--- src/timer_pkg.sv ---
// Package with register map, field layout and reset values of the timer.
package timer_pkg;
	localparam int CNT_W = 12;
	localparam int DUTY_CH = 4;
	localparam logic [CNT_W-1:0] CNT_MAX = 12'hfff;
	localparam logic [CNT_W-1:0] CNT_RST = 12'h000;
	localparam logic [7:0] BYTE_RST = 8'h00;

	// Word addresses on the bus.
	localparam logic [3:0] ADDR_CTRL_STATUS = 4'h0;
	localparam logic [3:0] ADDR_COUNTER1_HIGH = 4'h1;
	localparam logic [3:0] ADDR_COUNTER1_LOW = 4'h2;
	localparam logic [3:0] ADDR_AUTORELOAD1_HIGH = 4'h3;
	localparam logic [3:0] ADDR_AUTORELOAD1_LOW = 4'h4;
	localparam logic [3:0] ADDR_CAPTURE_HIGH = 4'h5;
	localparam logic [3:0] ADDR_CAPTURE_LOW = 4'h6;
	localparam logic [3:0] ADDR_CTRL2 = 4'h7;
	localparam logic [3:0] ADDR_AUX_CAPTURE = 4'h8;
	localparam logic [3:0] ADDR_DUTY0 = 4'h9;
	localparam logic [3:0] ADDR_CH_STATUS = 4'hd;
	localparam logic [3:0] ADDR_IRQ_STATUS = 4'he;
	localparam logic [3:0] ADDR_IRQ_MASK = 4'hf;

	// Control/status bit positions.
	localparam int BIT_CAPTURE_FLAG = 6;
	localparam int BIT_CAPTURE_IRQ_EN = 5;
	localparam int BIT_CLK_SEL_HI = 4;
	localparam int BIT_CLK_SEL_LO = 3;
	localparam int BIT_OVERFLOW_FLAG = 2;
	localparam int BIT_OVERFLOW_IRQ_EN = 1;
	localparam int BIT_COMPARE_IRQ_EN = 0;
	localparam int BIT_CAPTURE_SOURCE = 1;

	// Sticky event bits.
	localparam int EV_CAPTURE = 0;
	localparam int EV_OVERFLOW = 1;
	localparam int EV_COMPARE = 2;
	localparam int EV_W = 3;

	localparam logic [1:0] CLK_OFF0 = 2'b00;
	localparam logic [1:0] CLK_AUX = 2'b01;
	localparam logic [1:0] CLK_CPU = 2'b10;
	localparam logic [1:0] CLK_OFF1 = 2'b11;
endpackage

--- src/autoreload_timer_capture.sv ---
// Autoreload 12-bit upcounter with capture, compare flags and bus slave.
//
// Design decisions made here: the register addresses and register access over Avalon-MM.
`timescale 1ns/1ps
`default_nettype none
// Notes on behaviour
// [RULE_01] Capture flag sets; capture read clears it.
// [RULE_02] Capture interrupt only when its enable set.
// [RULE_03] Clock select: 01 aux, 10 cpu, else stop.
// [RULE_04] Overflow flag on wrap; status read clears.
// [RULE_05] Overflow enable gates overflow interrupt.
// [RULE_06] Compare enable masks combined compare request.
// [RULE_07] Counter increments per selected tick.
// [RULE_08] Overflow reloads counter from reload value.
// [RULE_09] Counter readable as high and low, no snapshot.
// [RULE_10] Reload value twelve bits, writable, resets zero.
// [RULE_11] Reload value sets the compare period.
// [RULE_12] Source select routes aux pin; twenty-bit capture.
// [RULE_13] Long capture needs aux clock and pin.
// [RULE_14] Disable one capture interrupt before cascading.
// [RULE_15] Change source with interrupts off, clear flags.
// [RULE_16] Capture value is high over low halves.
// [RULE_17] Compare flag on duty match; channel read clears.
// [RULE_18] Interrupt when any enabled flag set.
module autoreload_timer_capture (
	input wire logic sys_clk,
	input wire logic reset_n,
	input wire logic [3:0] address,
	input wire logic read,
	input wire logic write,
	input wire logic [31:0] writedata,
	output logic [31:0] readdata,
	output logic waitrequest,
	input wire logic aux_tick,
	input wire logic main_capture_input,
	input wire logic aux_capture_pin,
	input wire logic [7:0] aux_counter_value,
	output logic [timer_pkg::DUTY_CH-1:0] compare_match,
	output logic irq
);
	logic [timer_pkg::CNT_W-1:0] main_upcounter;
	logic [timer_pkg::CNT_W-1:0] reload_value;
	logic [timer_pkg::CNT_W-1:0] capture_value;
	logic [7:0] aux_capture_reg;
	logic [1:0] counter_clock_select;
	logic capture_flag, capture_irq_enable, overflow_flag;
	logic overflow_irq_enable, compare_irq_enable, capture_source_select;
	logic [timer_pkg::DUTY_CH-1:0] channel_compare_flag;
	logic [timer_pkg::CNT_W-1:0] duty_cycle_value [timer_pkg::DUTY_CH];
	logic [timer_pkg::EV_W-1:0] irq_status, irq_mask;
	logic cap_in_prev, tick, wrap, cap_evt, ack_reg;
	logic rd_acc, wr_acc;
	logic [timer_pkg::EV_W-1:0] ev;

	function automatic logic hit(input logic [3:0] a, input logic [3:0] r);
		return a == r;
	endfunction

	// One access cycle of wait, then the answer is given.
	assign waitrequest = (read | write) & ~ack_reg;
	assign rd_acc = read & ack_reg;
	assign wr_acc = write & ack_reg;

	always_ff @(posedge sys_clk or negedge reset_n) begin
		if (!reset_n) begin
			ack_reg <= 1'b0;
		end else begin
			ack_reg <= (read | write) & ~ack_reg;
		end
	end

	always_comb begin
		unique case (counter_clock_select)
			timer_pkg::CLK_AUX: tick = aux_tick; // RULE_03
			timer_pkg::CLK_CPU: tick = 1'b1; // RULE_03
			default: tick = 1'b0; // RULE_03
		endcase
	end
	assign wrap = tick && main_upcounter == timer_pkg::CNT_MAX;
	wire logic cap_src;
	assign cap_src = capture_source_select ? aux_capture_pin : // RULE_12
		main_capture_input;
	assign cap_evt = cap_src & ~cap_in_prev;

	// Counter: counts each tick, restarts from the reload value on wrap.
	always_ff @(posedge sys_clk or negedge reset_n) begin
		if (!reset_n) begin
			main_upcounter <= timer_pkg::CNT_RST;
		end else if (wrap) begin
			main_upcounter <= reload_value; // RULE_08 RULE_11
		end else if (tick) begin
			main_upcounter <= main_upcounter + 12'h001; // RULE_07
		end
	end

	// Capture edge detector and registers.
	always_ff @(posedge sys_clk or negedge reset_n) begin
		if (!reset_n) begin
			cap_in_prev <= 1'b0;
			capture_value <= timer_pkg::CNT_RST;
			aux_capture_reg <= timer_pkg::BYTE_RST;
		end else begin
			cap_in_prev <= cap_src;
			if (cap_evt) begin
				capture_value <= main_upcounter;
				aux_capture_reg <= aux_counter_value; // RULE_12
			end
		end
	end

	// Control bits written by software.
	always_ff @(posedge sys_clk or negedge reset_n) begin
		if (!reset_n) begin
			capture_irq_enable <= 1'b0;
			counter_clock_select <= timer_pkg::CLK_OFF0; // RULE_03
			overflow_irq_enable <= 1'b0; // RULE_05
			compare_irq_enable <= 1'b0; // RULE_06
			capture_source_select <= 1'b0;
			reload_value <= timer_pkg::CNT_RST; // RULE_10
			irq_mask <= '0;
		end else if (wr_acc) begin
			if (hit(address, timer_pkg::ADDR_CTRL_STATUS)) begin
				capture_irq_enable <= writedata[timer_pkg::BIT_CAPTURE_IRQ_EN];
				counter_clock_select <= writedata[timer_pkg::BIT_CLK_SEL_HI:
					timer_pkg::BIT_CLK_SEL_LO];
				overflow_irq_enable <= writedata[timer_pkg::BIT_OVERFLOW_IRQ_EN];
				compare_irq_enable <= writedata[timer_pkg::BIT_COMPARE_IRQ_EN];
			end
			if (hit(address, timer_pkg::ADDR_AUTORELOAD1_HIGH)) begin
				reload_value[11:8] <= writedata[3:0]; // RULE_10
			end
			if (hit(address, timer_pkg::ADDR_AUTORELOAD1_LOW)) begin
				reload_value[7:0] <= writedata[7:0]; // RULE_10
			end
			if (hit(address, timer_pkg::ADDR_CTRL2)) begin
				capture_source_select <=
					writedata[timer_pkg::BIT_CAPTURE_SOURCE]; // RULE_12
			end
			if (hit(address, timer_pkg::ADDR_IRQ_MASK)) begin
				irq_mask <= writedata[timer_pkg::EV_W-1:0];
			end
		end
	end

	// Duty values, one per channel.
	genvar g;
	generate
		for (g = 0; g < timer_pkg::DUTY_CH; g++) begin : gen_ch
			always_ff @(posedge sys_clk or negedge reset_n) begin
				if (!reset_n) begin
					duty_cycle_value[g] <= timer_pkg::CNT_RST;
				end else if (wr_acc && hit(address,
					timer_pkg::ADDR_DUTY0 + 4'(g))) begin
					duty_cycle_value[g] <= writedata[11:0];
				end
			end
			assign compare_match[g] = channel_compare_flag[g];
			// Set wins over the read clear.
			always_ff @(posedge sys_clk or negedge reset_n) begin
				if (!reset_n) begin
					channel_compare_flag[g] <= 1'b0;
				end else if (main_upcounter == duty_cycle_value[g]) begin
					channel_compare_flag[g] <= 1'b1; // RULE_17
				end else if (rd_acc && hit(address,
					timer_pkg::ADDR_CH_STATUS)) begin
					channel_compare_flag[g] <= 1'b0; // RULE_17
				end
			end
		end
	endgenerate

	// Hardware flags; a set in the clearing cycle wins.
	always_ff @(posedge sys_clk or negedge reset_n) begin
		if (!reset_n) begin
			capture_flag <= 1'b0;
			overflow_flag <= 1'b0;
		end else begin
			if (cap_evt) begin
				capture_flag <= 1'b1; // RULE_01
			end else if (rd_acc && (hit(address, timer_pkg::ADDR_CAPTURE_HIGH)
				|| hit(address, timer_pkg::ADDR_CAPTURE_LOW))) begin
				capture_flag <= 1'b0; // RULE_01
			end
			if (wrap) begin
				overflow_flag <= 1'b1; // RULE_04
			end else if (rd_acc && hit(address,
				timer_pkg::ADDR_CTRL_STATUS)) begin
				overflow_flag <= 1'b0; // RULE_04
			end
		end
	end

	// Sticky event status, write one to clear, masked onto irq.
	assign ev[timer_pkg::EV_CAPTURE] = capture_flag &
		capture_irq_enable; // RULE_02
	assign ev[timer_pkg::EV_OVERFLOW] = overflow_flag &
		overflow_irq_enable; // RULE_05
	assign ev[timer_pkg::EV_COMPARE] = (|channel_compare_flag) &
		compare_irq_enable; // RULE_06
	always_ff @(posedge sys_clk or negedge reset_n) begin
		if (!reset_n) begin
			irq_status <= '0;
		end else if (wr_acc && hit(address, timer_pkg::ADDR_IRQ_STATUS)) begin
			irq_status <= (irq_status & ~writedata[timer_pkg::EV_W-1:0]) | ev;
		end else begin
			irq_status <= irq_status | ev;
		end
	end
	assign irq = |(irq_status & irq_mask); // RULE_18

	// Read data is registered in the wait cycle, before the answer is given.
	always_ff @(posedge sys_clk or negedge reset_n) begin
		if (!reset_n) begin
			readdata <= 32'h0000_0000;
		end else if (read & ~ack_reg) begin
			readdata <= 32'h0000_0000;
			unique case (address)
				timer_pkg::ADDR_CTRL_STATUS: readdata[6:0] <= {capture_flag,
					capture_irq_enable, counter_clock_select, overflow_flag,
					overflow_irq_enable, compare_irq_enable};
				timer_pkg::ADDR_COUNTER1_HIGH:
					readdata[3:0] <= main_upcounter[11:8]; // RULE_09
				timer_pkg::ADDR_COUNTER1_LOW:
					readdata[7:0] <= main_upcounter[7:0]; // RULE_09
				timer_pkg::ADDR_AUTORELOAD1_HIGH: readdata[3:0] <= reload_value[11:8];
				timer_pkg::ADDR_AUTORELOAD1_LOW: readdata[7:0] <= reload_value[7:0];
				timer_pkg::ADDR_CAPTURE_HIGH:
					readdata[3:0] <= capture_value[11:8]; // RULE_16
				timer_pkg::ADDR_CAPTURE_LOW:
					readdata[7:0] <= capture_value[7:0]; // RULE_16
				timer_pkg::ADDR_CTRL2:
					readdata[timer_pkg::BIT_CAPTURE_SOURCE] <= capture_source_select;
				timer_pkg::ADDR_AUX_CAPTURE: readdata[7:0] <= aux_capture_reg;
				timer_pkg::ADDR_CH_STATUS:
					readdata[timer_pkg::DUTY_CH-1:0] <= channel_compare_flag;
				timer_pkg::ADDR_IRQ_STATUS:
					readdata[timer_pkg::EV_W-1:0] <= irq_status;
				timer_pkg::ADDR_IRQ_MASK: readdata[timer_pkg::EV_W-1:0] <= irq_mask;
				default: readdata[11:0] <= duty_cycle_value[2'(address - 4'h9)];
			endcase
		end
	end

	// Capture flag and capture registers.
	a_capture_sets: assert property ( // RULE_01
		@(posedge sys_clk) disable iff (!reset_n)
		cap_evt |=> capture_flag)
		else $error("capture flag not set");
	a_capture_clear: assert property ( // RULE_01
		@(posedge sys_clk) disable iff (!reset_n)
		rd_acc && address == timer_pkg::ADDR_CAPTURE_LOW && !cap_evt
		|=> !capture_flag) else $error("capture flag not cleared");
	a_capture_hold: assert property ( // RULE_01
		@(posedge sys_clk) disable iff (!reset_n)
		capture_flag && !(rd_acc && (address == timer_pkg::ADDR_CAPTURE_HIGH
		|| address == timer_pkg::ADDR_CAPTURE_LOW)) |=> capture_flag)
		else $error("capture flag lost");
	a_capture_irq_gate: assert property ( // RULE_02
		@(posedge sys_clk) disable iff (!reset_n)
		!capture_irq_enable |-> !ev[timer_pkg::EV_CAPTURE])
		else $error("capture irq not gated");
	a_capture_pend: assert property ( // RULE_02
		@(posedge sys_clk) disable iff (!reset_n)
		ev[timer_pkg::EV_CAPTURE] |=> irq_status[timer_pkg::EV_CAPTURE])
		else $error("capture irq not pending");
	a_capture_value: assert property ( // RULE_16
		@(posedge sys_clk) disable iff (!reset_n)
		cap_evt |=> capture_value == $past(main_upcounter))
		else $error("capture value wrong");
	a_aux_latch: assert property ( // RULE_12
		@(posedge sys_clk) disable iff (!reset_n)
		cap_evt |=> aux_capture_reg == $past(aux_counter_value))
		else $error("aux capture value wrong");
	a_source_main: assert property ( // RULE_12
		@(posedge sys_clk) disable iff (!reset_n)
		!capture_source_select && main_capture_input && !cap_in_prev
		|-> cap_evt) else $error("main capture edge missed");
	a_source_aux: assert property ( // RULE_12
		@(posedge sys_clk) disable iff (!reset_n)
		capture_source_select && aux_capture_pin && !cap_in_prev
		|-> cap_evt) else $error("aux capture edge missed");
	a_source_block: assert property ( // RULE_12
		@(posedge sys_clk) disable iff (!reset_n)
		capture_source_select && !aux_capture_pin |-> !cap_evt)
		else $error("main pin captured while aux selected");

	// Counter clocking, overflow and reload.
	a_clock_stop: assert property ( // RULE_03
		@(posedge sys_clk) disable iff (!reset_n)
		counter_clock_select inside {2'b00, 2'b11} |=>
		$stable(main_upcounter)) else $error("counter ran while off");
	a_ctrl_write: assert property ( // RULE_03
		@(posedge sys_clk) disable iff (!reset_n)
		wr_acc && address == timer_pkg::ADDR_CTRL_STATUS |=>
		counter_clock_select == $past(writedata[4:3]))
		else $error("clock select not written");
	a_aux_idle: assert property ( // RULE_03
		@(posedge sys_clk) disable iff (!reset_n)
		counter_clock_select == timer_pkg::CLK_AUX && !aux_tick
		|=> $stable(main_upcounter)) else $error("counter ran without tick");
	a_cpu_count: assert property ( // RULE_07
		@(posedge sys_clk) disable iff (!reset_n)
		counter_clock_select == 2'b10 && main_upcounter != 12'hfff |=>
		main_upcounter == $past(main_upcounter) + 12'h001)
		else $error("counter missed cpu tick");
	a_aux_count: assert property ( // RULE_07
		@(posedge sys_clk) disable iff (!reset_n)
		counter_clock_select == timer_pkg::CLK_AUX && aux_tick &&
		main_upcounter != timer_pkg::CNT_MAX |=>
		main_upcounter == $past(main_upcounter) + 12'h001)
		else $error("counter missed aux tick");
	a_reload_wrap: assert property ( // RULE_08
		@(posedge sys_clk) disable iff (!reset_n)
		wrap |=> main_upcounter == $past(reload_value) && overflow_flag)
		else $error("reload or overflow wrong");
	a_overflow_clear: assert property ( // RULE_04
		@(posedge sys_clk) disable iff (!reset_n)
		rd_acc && address == timer_pkg::ADDR_CTRL_STATUS && !wrap
		|=> !overflow_flag) else $error("overflow flag not cleared");
	a_overflow_hold: assert property ( // RULE_04
		@(posedge sys_clk) disable iff (!reset_n)
		overflow_flag && !(rd_acc && address == timer_pkg::ADDR_CTRL_STATUS)
		|=> overflow_flag) else $error("overflow flag lost");
	a_overflow_quiet: assert property ( // RULE_04
		@(posedge sys_clk) disable iff (!reset_n)
		!overflow_flag && !wrap |=> !overflow_flag)
		else $error("overflow flag set without wrap");
	a_overflow_gate: assert property ( // RULE_05
		@(posedge sys_clk) disable iff (!reset_n)
		overflow_flag && overflow_irq_enable |=>
		irq_status[timer_pkg::EV_OVERFLOW]) else $error("overflow lost");
	a_ovf_en_write: assert property ( // RULE_05
		@(posedge sys_clk) disable iff (!reset_n)
		wr_acc && address == timer_pkg::ADDR_CTRL_STATUS |=>
		overflow_irq_enable == $past(writedata[1]))
		else $error("overflow enable not written");
	a_reload_high: assert property ( // RULE_10
		@(posedge sys_clk) disable iff (!reset_n)
		wr_acc && address == timer_pkg::ADDR_AUTORELOAD1_HIGH |=>
		reload_value[11:8] == $past(writedata[3:0]))
		else $error("reload high not written");
	a_reload_low: assert property ( // RULE_10
		@(posedge sys_clk) disable iff (!reset_n)
		wr_acc && address == timer_pkg::ADDR_AUTORELOAD1_LOW |=>
		reload_value[7:0] == $past(writedata[7:0]))
		else $error("reload low not written");

	// Compare flags and interrupt status.
	a_compare_gate: assert property ( // RULE_06
		@(posedge sys_clk) disable iff (!reset_n)
		!compare_irq_enable |-> !ev[timer_pkg::EV_COMPARE])
		else $error("compare not masked");
	a_compare_pend: assert property ( // RULE_06
		@(posedge sys_clk) disable iff (!reset_n)
		ev[timer_pkg::EV_COMPARE] |=> irq_status[timer_pkg::EV_COMPARE])
		else $error("compare irq not pending");
	a_compare_set: assert property ( // RULE_17
		@(posedge sys_clk) disable iff (!reset_n)
		main_upcounter == duty_cycle_value[0] |=> channel_compare_flag[0])
		else $error("compare flag not set");
	a_compare_clear: assert property ( // RULE_17
		@(posedge sys_clk) disable iff (!reset_n)
		rd_acc && address == timer_pkg::ADDR_CH_STATUS &&
		main_upcounter != duty_cycle_value[0] |=> !channel_compare_flag[0])
		else $error("compare flag not cleared");
	a_status_sticky: assert property ( // RULE_18
		@(posedge sys_clk) disable iff (!reset_n)
		irq_status[timer_pkg::EV_CAPTURE] && !(wr_acc &&
		address == timer_pkg::ADDR_IRQ_STATUS && writedata[0])
		|=> irq_status[timer_pkg::EV_CAPTURE]) else $error("status lost");
	a_irq_level: assert property ( // RULE_18
		@(posedge sys_clk) disable iff (!reset_n)
		irq == |(irq_status & irq_mask))
		else $error("irq level wrong");

	// Bus answer: one wait cycle, counter halves read back as they stand.
	a_one_wait: assert property (
		@(posedge sys_clk) disable iff (!reset_n)
		ack_reg |=> !ack_reg)
		else $error("acknowledge held too long");
	a_count_high_read: assert property ( // RULE_09
		@(posedge sys_clk) disable iff (!reset_n)
		read && !ack_reg && address == timer_pkg::ADDR_COUNTER1_HIGH |=>
		readdata == {28'h0000000, $past(main_upcounter[11:8])})
		else $error("counter high read wrong");
	a_count_low_read: assert property ( // RULE_09
		@(posedge sys_clk) disable iff (!reset_n)
		read && !ack_reg && address == timer_pkg::ADDR_COUNTER1_LOW |=>
		readdata == {24'h000000, $past(main_upcounter[7:0])})
		else $error("counter low read wrong");
endmodule
`default_nettype wire

--- config.mk ---
export PLATFORM = sky130hd
export DESIGN_NAME = autoreload_timer_capture
export DESIGN_NICKNAME = d
export VERILOG_FILES = /design/src/timer_pkg.sv /design/src/autoreload_timer_capture.sv
export SDC_FILE = /design/constraint.sdc
export NUM_CORES = 1
export LEC_CHECK = 0
export ABC_AREA = 1
export BUFFER_PORTS_ARGS = -buffer_cell sky130_fd_sc_hd__buf_4
export CAP_MARGIN = 15
export CORE_MARGIN = 3
export CORE_UTILIZATION = 57
export DETAILED_ROUTE_END_ITERATION = 10
export GPL_TIMING_DRIVEN = 0
export PLACE_DENSITY = 0.79
export SLEW_MARGIN = 15
export SYNTH_ARGS = -nofsm -noshare
export SYNTH_HDL_FRONTEND = slang
export SYNTH_SLANG_ARGS = --single-unit
--- constraint.sdc ---
create_clock -name sys_clk -period 4.35 [get_ports sys_clk]
set_input_delay 1.0875 -clock sys_clk [delete_from_list [all_inputs] [get_ports sys_clk]]
set_output_delay 1.0875 -clock sys_clk [all_outputs]
set_load 0.03 [all_outputs]
## After elaboration in Yosys (flattened, before gate mapping)

Cells that the tools add are included.

| storage, ports and cells | value |
|---|---|
| flip-flop bits (word level) | 124 |

| cells by class | value |
|---|---|
| add/sub/neg operators | 2 |
| $lt $le $gt $ge | 1 |
| equality and inequality tests | 22 |
| multiplexer cells | 24 |
| bitwise gates (word level) | 17 |
| reductions and logical operators | 29 |

Operator list:

| kind | count |
|---|---|
| 12-bit equality test | 4 |
| 12-bit 2-to-1 mux | 4 |
| 1-bit case mux with 12 select lines | 3 |
| 4-bit equality test, second input constant | 8 |
| 12-bit binary-select mux with 2-bit select | 1 |
| 3-bit case mux with 6 select lines | 1 |
| 4-bit by 3-bit equality test with 1-bit output, second input constant | 4 |
| 2-bit nonzero test | 7 |
| 12-bit by 1-bit adder with 12-bit output, second input constant | 1 |
| 12-bit equality test, second input constant | 1 |
| 12-bit OR reduction | 1 |
| 1-bit 2-to-1 mux | 10 |
| 1-bit case mux with 10 select lines | 1 |
| 2-bit AND reduction | 5 |
| 1-bit logical AND | 9 |
| 1-bit AND | 8 |
| 4-bit by 2-bit equality test with 1-bit output, second input constant | 2 |
| 8-bit OR reduction | 1 |
| 7-bit OR reduction | 1 |
| 3-bit AND | 2 |
| 3-bit OR | 2 |
| 3-bit OR reduction | 2 |
| 1-bit case mux with 5 select lines | 1 |
| 4-bit by 1-bit equality test with 1-bit output, second input constant | 1 |
| other kinds (14) | 15 |

## Logic depth before layout (Yosys ltp)

Gate-level depths: netlist of run 1.

| depth | value |
|---|---|
| depth after elaboration | 6 |
| gate-level depth with buffers | 13 |

## Least setup slack after synthesis of run 1

OpenSTA, ideal clock, no wires.

| path | value |
|---|---|
| kind | input -> output |
| from | in write |
| to | out waitrequest |
| data arrival time | 1540 ps |
| data required time | 3263 ps |
| setup slack | 1723 ps |
| cell stages on the path | 2 |
| path buffers | 0 |
| cells stage by stage | nor2_1 nor2_1 |

| between the ends | value |
|---|---|
| longest elaborated chain between the ends | 2 |

Ends and longest elaborated chain:

| item | RTL line | source |
|---|---|---|
| from (decl) | autoreload_timer_capture.sv:30 | `input wire logic write,` |
| 1-bit OR | autoreload_timer_capture.sv:60 | `assign waitrequest = (read \| write) & ~ack_reg;` |
| 1-bit AND | autoreload_timer_capture.sv:60 |  |
| to (decl) | autoreload_timer_capture.sv:33 | `output logic waitrequest,` |

Every way passes these cells.

## Worst setup path after layout of run 1

| path | value |
|---|---|
| from | in address[0] |
| to | reg duty_cycle_value[6] in the netlist's numbering |

| between the ends | value |
|---|---|
| longest elaborated chain between the ends | 2 |

Ends and longest elaborated chain:

| item | RTL line | source |
|---|---|---|
| from (decl) | autoreload_timer_capture.sv:28 | `input wire logic [3:0] address,` |
| 4-bit equality test | autoreload_timer_capture.sv:56 | `return a == r;` |
| 1-bit logical AND | autoreload_timer_capture.sv:152 | `end else if (wr_acc && hit(address,` |
| to (signal, indexed assignment) | autoreload_timer_capture.sv:151 | `duty_cycle_value[g] <= timer_pkg::CNT_RST;` |
| to (signal, indexed assignment) | autoreload_timer_capture.sv:154 | `duty_cycle_value[g] <= writedata[11:0];` |
| to (decl) | autoreload_timer_capture.sv:49 | `logic [timer_pkg::CNT_W-1:0] duty_cycle_value [timer_pkg::DUTY_CH];` |

Every way passes these cells.
A chain may end at the register's enable or synchronous reset.

==> results of run 1 <==
synthesized netlist by cell type, drive strengths merged:
master / instances
a31oi: 2
nor4: 2
mux2: 1
buf: 52
clkinv: 1
o211ai: 8
nand4: 34
nor2: 62
clkbuf: 17
xnor2: 22
a211oi: 1
nand3b: 2
dfrtp: 124
ha: 7
conb: 1
or2: 2
inv: 75
xor2: 17
o21ai: 120
nand2: 286
a21oi: 18
nand3: 67
nor3: 9
layout make-up:
class,count,area share
sequential,124,0.373
timing repair buffer,48,0.0462
clock buffer,22,0.0582
tap,168,0.0253
buffer,69,0.0498
inverter,76,0.0343
multi-input combinational,680,0.402
clock inverter,7,0.0108
path summary, 6_finish.rpt:
| path | start | to | cells past startpoint |
|---|---|---|---|
| setup / recovery | address[0] | duty_cycle_value[6]$_DFFE_PN0P_ | 11 |
| hold / removal | capture_flag$_DFFE_PN0P_ | irq_status[0]$_DFF_PN0_ | 2 |
| setup reg to reg | counter_clock_select[0]$_DFFE_PN0P_ | main_upcounter[3]$_DFFE_PN0P_ | 8 |
| hold reg to reg | capture_flag$_DFFE_PN0P_ | irq_status[0]$_DFF_PN0_ | 2 |
| max in group asynchronous | reset_n | duty_cycle_value[41]$_DFFE_PN0P_ | 2 |
| min in group asynchronous | reset_n | irq_mask[1]$_DFFE_PN0P_ | 1 |
power by group:
part | switching (mW) | leakage [nW] | internal, mW
registers | 0.233 | 1.59 | 1.41
clock network | 0.489 | 0.280 | 0.889
logic | 0.756 | 2.36 | 0.445
total | 1.48 | 4.23 | 2.75
placed cells by master, fill, tap and decap left out, drive strengths merged:
master / count
nand2: 286
dfrtp: 124
o21ai: 120
buf: 100
inv: 75
nand3: 67
nor2: 62
clkbuf: 39
nand4: 34
xnor2: 22
conb: 20
a21oi: 18
xor2: 17
nor3: 9
o211ai: 8
ha: 7
clkinv: 4
nor4: 2
a31oi: 2
nand3b: 2
bufinv: 2
clkinvlp: 2
or2: 2
mux2: 1
a211oi: 1
metrics by stage:
step                      std cells  total power [mW]  worst slack, ns  hold WS [ns]   util
after global placement         1164              2.78            0.934         0.459  0.639
after global routing           1194              4.42             1.06         0.501  0.689
final                          1194              4.22             1.20         0.476  0.689
after floorplan                 949              2.41             1.72         0.442      -
after CTS                      1194              4.20             1.30         0.479  0.689
after detailed placement       1165              2.82            0.872         0.466  0.642
layer usage:
metal / wire length [microns] / vias to the layer above / part of all wire / GRT usage
met5: 0 / - / 0 / 0
met4: 661 / 0 / 0.031 / 0.121
met3: 1950 / 53 / 0.092 / 0.0733
met2: 9600 / 358 / 0.45 / 0.486
met1: 8950 / 3144 / 0.42 / 0.432
li1: - / 3141 / - / -
worst max-delay path, stage by stage:
cell      delay [ns]
buf_4           0.13
inv_1           0.08
clkbuf_1        0.47
ha_1            0.24
buf_2           0.21
inv_2           0.06
nor2_1          0.32
nand2_1         0.27
clkbuf_1        0.34
nand2_1         0.14
o21ai_0         0.08
kinds of logic after synthesis:
logic type	after synthesis
XOR/XNOR	39
flip-flops	124
buffers and inverters	145
multiplexers	1
AO/OA/AOI/OAI	149
adder cells (fa/ha/maj)	7
AND/OR/NAND/NOR	464
other	1
==> reports/metrics.yaml, run 1 <==
ff2ff_setup_slack_ns: 2.46
cap_violations: 0
post-route-cell-area_sq_um: 8310
synth_top_area_frac: 0.439
drt-total-wl_mm: 21.2
cp.arrival_ns: 3.43
setup_tns_ns: 0
crit_fanout: 11
drt-vias-per-instance: 5.61
synth_top_family_by_area: "simple AND/OR/NAND/NOR gates"
dpl_cell_area_sq_um: 7740
cts_tree: "done"
antenna_found_initial: 0
synth_top_area_cell: "dfrtp_1"
port_buffers: 47
largest_reg_flops: 48
routedWlPerCell_microns: 17.7
cts-resized-gates: 0
antenna_cells: 0
start_util: 0.587
fmax_mhz: 317
slew_viol_final: 0
rows: 40
power_density_nw_per_um2: 508
critPathCaptureType: "flip-flop"
final_nets: 1074
clockBufferDepth: 2
worst_slew_pin_slew_ns: 0.587
clock_latency_ns: 0.42
cts_max_level: 4
hold_viol_final: 0
required_ns: 4.63
ir_drop_uv: 378
synthAdderAreaFrac: 0.0124
synth_area_leaders: "dfrtp_1 (44%), nand2_1 (15%), o21ai_0 (8.2%)"
syn_area_sq_um: 7070
crit_type: "in2reg"
muxShareOfSynthArea: 0.00159
clk_pin_slew_ns: 0.05
outcome: "finished, final reports clean"
detail-route-antenna-nets: 0
multiInputGateArea_sq_um: 3340
drc_errors: 0
first_pass_iters: 6
yosysSeqAreaShare: 0.439
synth_cells: 930
fp.dieArea_sq_um: 13800
initialDrtViolationCount: 927
die_h_microns: 117
synthSimpleGateAreaFrac: 0.289
area_delta_synth_final_pct: 17.5
post_cts_buffers: 0
finalSetupViolCount: 0
relSlewSlack: 0.609
clock_sinks: 124
pin_count: 89
die_w_microns: 117
vias: 6696
grt_pass1_wl_mm: 33.8
dp_hpwl_mm: 15.3
synth-compound-area-share: 0.110
fin_skew_ns: 0.00697
layout-drive-gt1-share: 0.149
grt_start_max_net_pins: 77
regArea_sq_um: 3100
yosysWarnings: 0
nFillCells: 1021
yosysUniqueCellTypes: 37
rsz0062_at_grt: "no"
cts-root-buf: "clkbuf_16"
synth-seq-cells: 124
min_period_ns: 3.15
grt_pass1_vias: 6294
p_leak_nw: 4.23
regMostFlops: "duty_cycle_value"
cts-buffers-inserted: 17
holdCritPathClass: "reg2reg"
grt_usage: 0.314
hold_buffers: 0
gp_congestion: 0.977
critPathLaunchType: "input pin"
min_period_over_period: 0.725
grt_overflow: 0
synth_xor_area_frac: 0.0483
synth.avg_cell_area_sq_um: 7.61
coreArea_sq_um: 12100
(Power assumes the default switching activity.)
==> inputs of run 2 (changes only) <==
--- a/config.mk
+++ b/config.mk
@@ -9,10 +9,10 @@
 export BUFFER_PORTS_ARGS = -buffer_cell sky130_fd_sc_hd__buf_4
 export CAP_MARGIN = 15
 export CORE_MARGIN = 3
-export CORE_UTILIZATION = 57
+export CORE_UTILIZATION = 53
 export DETAILED_ROUTE_END_ITERATION = 10
 export GPL_TIMING_DRIVEN = 0
-export PLACE_DENSITY = 0.79
+export PLACE_DENSITY = 0.77
 export SLEW_MARGIN = 15
 export SYNTH_ARGS = -nofsm -noshare
 export SYNTH_HDL_FRONTEND = slang
==> constraint.sdc (replaced) <==
create_clock -name sys_clk -period 2.56 [get_ports sys_clk]
set_input_delay 0.64 -clock sys_clk [delete_from_list [all_inputs] [get_ports sys_clk]]
set_output_delay 0.64 -clock sys_clk [all_outputs]
set_load 0.03 [all_outputs]
==> run 2 against run 1 <==
- non-clock buffer count is 2 lower
- count of clock-buffer cells in the layout stayed put
- setup slack worse by 0.91 ns
- largest power group unchanged
- sequential share of layout area hardly changed
- wire length is 1.4% lower
- register-to-register slack worse by 1.8 ns
- clock skew is 0.00096 ns higher
- core utilization is 4.2 points lower
- via count is 0.36% higher
- cell area hardly changed
- critical path depth is 1 lower
- largest cell class unchanged
==> reports/metrics.yaml, run 2 (synthesis results as in run 1) <==
use_met2: 0.423  # -0.0631
outcome: "finished, final reports clean"
power_density_nw_per_um2: 860  # +69%
detail-route-antenna-nets: 0  # unchanged
drt-vias-per-instance: 5.61  # +0.11%
final_common_cell: "nand2_1"
cpLargestDelayFamily: "buffers and inverters"
fp.dieArea_sq_um: 14800  # +7.2%
rsz0062_at_grt: "no"
cts-root-buf: "clkbuf_16"
min_period_ns: 2.27
cts-buffers-inserted: 17  # unchanged
crit_buf_inv: 5  # -1
clockBufferDepth: 2  # unchanged
grt_usage: 0.292  # -0.0226
slowest_stage: "clkbuf_1"
required_ns: 2.82  # -1.81 ns
finalSetupViolCount: 0  # unchanged
first_pass_iters: 6  # unchanged
grt_start_max_net_pins: 87  # +13%
cap_violations: 0  # unchanged
die_h_microns: 122  # +3.5%
setup.worst_path.start: "address[0]"
rows: 41  # +2.5%
die_w_microns: 122  # +3.5%
clk_pin_slew_ns: 0.05  # about the same
vias: 6720  # +0.36%
cts_max_level: 4  # unchanged
coreArea_sq_um: 12800  # +6.3%
clock_latency_ns: 0.42  # about the same
post_cts_buffers: 0  # unchanged
grt_pass1_wl_mm: 32.9  # -2.8%
holdCritPathClass: "in2async"
critPathCaptureType: "flip-flop"
cp.arrival_ns: 2.53  # -0.90 ns
crit_fanout: 13  # +2
final_nets: 1072  # -0.19%
hold_viol_final: 0  # unchanged
grt_util_met3: 0.0692  # -0.00411
regMostFlops: "duty_cycle_value"
antenna_cells: 0  # unchanged
reg2reg_from: "counter_clock_select[0]$_DFFE_PN0P_"
utilization: 0.648  # -0.0415
port_buffers: 47  # unchanged
layout-drive-gt1-share: 0.150  # +0.00112
multiInputGateArea_sq_um: 3340  # unchanged
fmax_mhz: 441
critPathLaunchType: "input pin"
nFillCells: 1137  # +11%
relSlewSlack: 0.635  # +0.0266
path_common_cell: "nand2_1"
regArea_sq_um: 3100  # unchanged
drc_errors: 0  # unchanged
crit_type: "in2reg"
fin_skew_ns: 0.00794  # +0.000965 ns
met1_usage: 0.403  # -0.0297
final_cell_mix: "nand2_1 (279), dfrtp_1 (124), o21ai_0 (116)"
ir_drop_uv: 485  # +28%
worstPathCellList: "buf_4 > clkinvlp_4 > ha_1 > buf_2 > inv_2 > nor2_1 > nand2_1 > clkbuf_1 > nand2_1 > o21ai_0"
start_util: 0.552  # -0.0349
clock_sinks: 124  # unchanged
slew_viol_final: 0  # unchanged
initialDrtViolationCount: 797  # -14%
antenna_found_initial: 0  # unchanged
area_delta_synth_final_pct: 17.4  # about the same
gp_congestion: 0.945  # -3.3%
grt_pass1_vias: 6145  # -2.4%
max_stage_delay_ns: 0.33  # -0.14 ns
routedWlPerCell_microns: 17.4  # -1.7%
busiest_layer: "met2"
dp.cells: 1169  # +0.34%
fin_cells: 1197  # +0.25%
cts_tree: "done"
p_leak_nw: 4.23  # -0.14%
min_period_over_period: 0.886
grt_overflow: 0  # unchanged
largest_reg_flops: 48  # unchanged
worst_slew_pin_slew_ns: 0.543  # -0.0441 ns
total_power_mw: 7.14  # +69%
drt-total-wl_mm: 20.9  # -1.4%
dp_hpwl_mm: 14.9  # -2.2%
pin_count: 89  # unchanged
run 2: path summary, 6_finish.rpt:
kind	cells after the start	endpoint	slack, ns
worst max-delay path	10	duty_cycle_value[7]$_DFFE_PN0P_	0.29
worst min-delay path	1	main_upcounter[4]$_DFFE_PN0P_	0.12
worst max register to register	8	main_upcounter[7]$_DFFE_PN0P_	0.66
worst min register to register	2	aux_capture_reg[7]$_DFFE_PN0P_	0.47
max in group asynchronous	2	reload_value[10]$_DFFE_PN0P_	1.67
min in group sys_clk	3	aux_capture_reg[6]$_DFFE_PN0P_	0.45
run 2: area by class of cell:
cell class,instances,area share
Multi-Input combinational cell,680,0.402
Sequential cell,124,0.373
Clock buffer,22,0.0571
Buffer,67,0.0489
Timing Repair Buffer,48,0.0462
Inverter,76,0.0348
Tap cell,172,0.0259
Clock inverter,8,0.0111
run 2: metal layers:
metal  part of all wire  up-vias
met5                  0        -
met4              0.054        0
met3               0.11       79
met2               0.43      397
met1               0.41     3097
li1                   -     3147
run 2: power by group:
| part | switching (mW) | internal, mW |
|---|---|---|
| Combinational | 1.27 | 0.756 |
| Clock | 0.842 | 1.49 |
| Sequential | 0.388 | 2.40 |
| Total | 2.50 | 4.64 |
run 2: stage by stage:
stage / hold slack, ns / TNS, ns / setup slack [ns] / cell area [sq um]
2_1_floorplan: 0.344 / 0 / 0.421 / 7150
3_3_place_gp: 0.461 / -11.02 / -0.398 / 7710
3_5_place_dp: 0.465 / -12.95 / -0.478 / 7740
4_1_cts: 0.138 / 0 / 0.161 / 8310
5_1_grt: 0.148 / 0 / 0.146 / 8310
6_report: 0.125 / 0 / 0.291 / 8310
run 2: worst register-to-register path: stages (launching register included):
cell,delay (ns)
dfrtp_1,0.43
inv_1,0.07
ha_1,0.28
inv_1,0.05
nand2_1,0.12
inv_1,0.21
buf_1,0.44
o211ai_2,0.15
nand2_1,0.09
run 2: what timing repair did:
item                                    CTS  global route
pin swaps                                 0             0
endpoints found under the setup margin   10             8
gates resized for setup                   0             1
hold buffers                              0             0
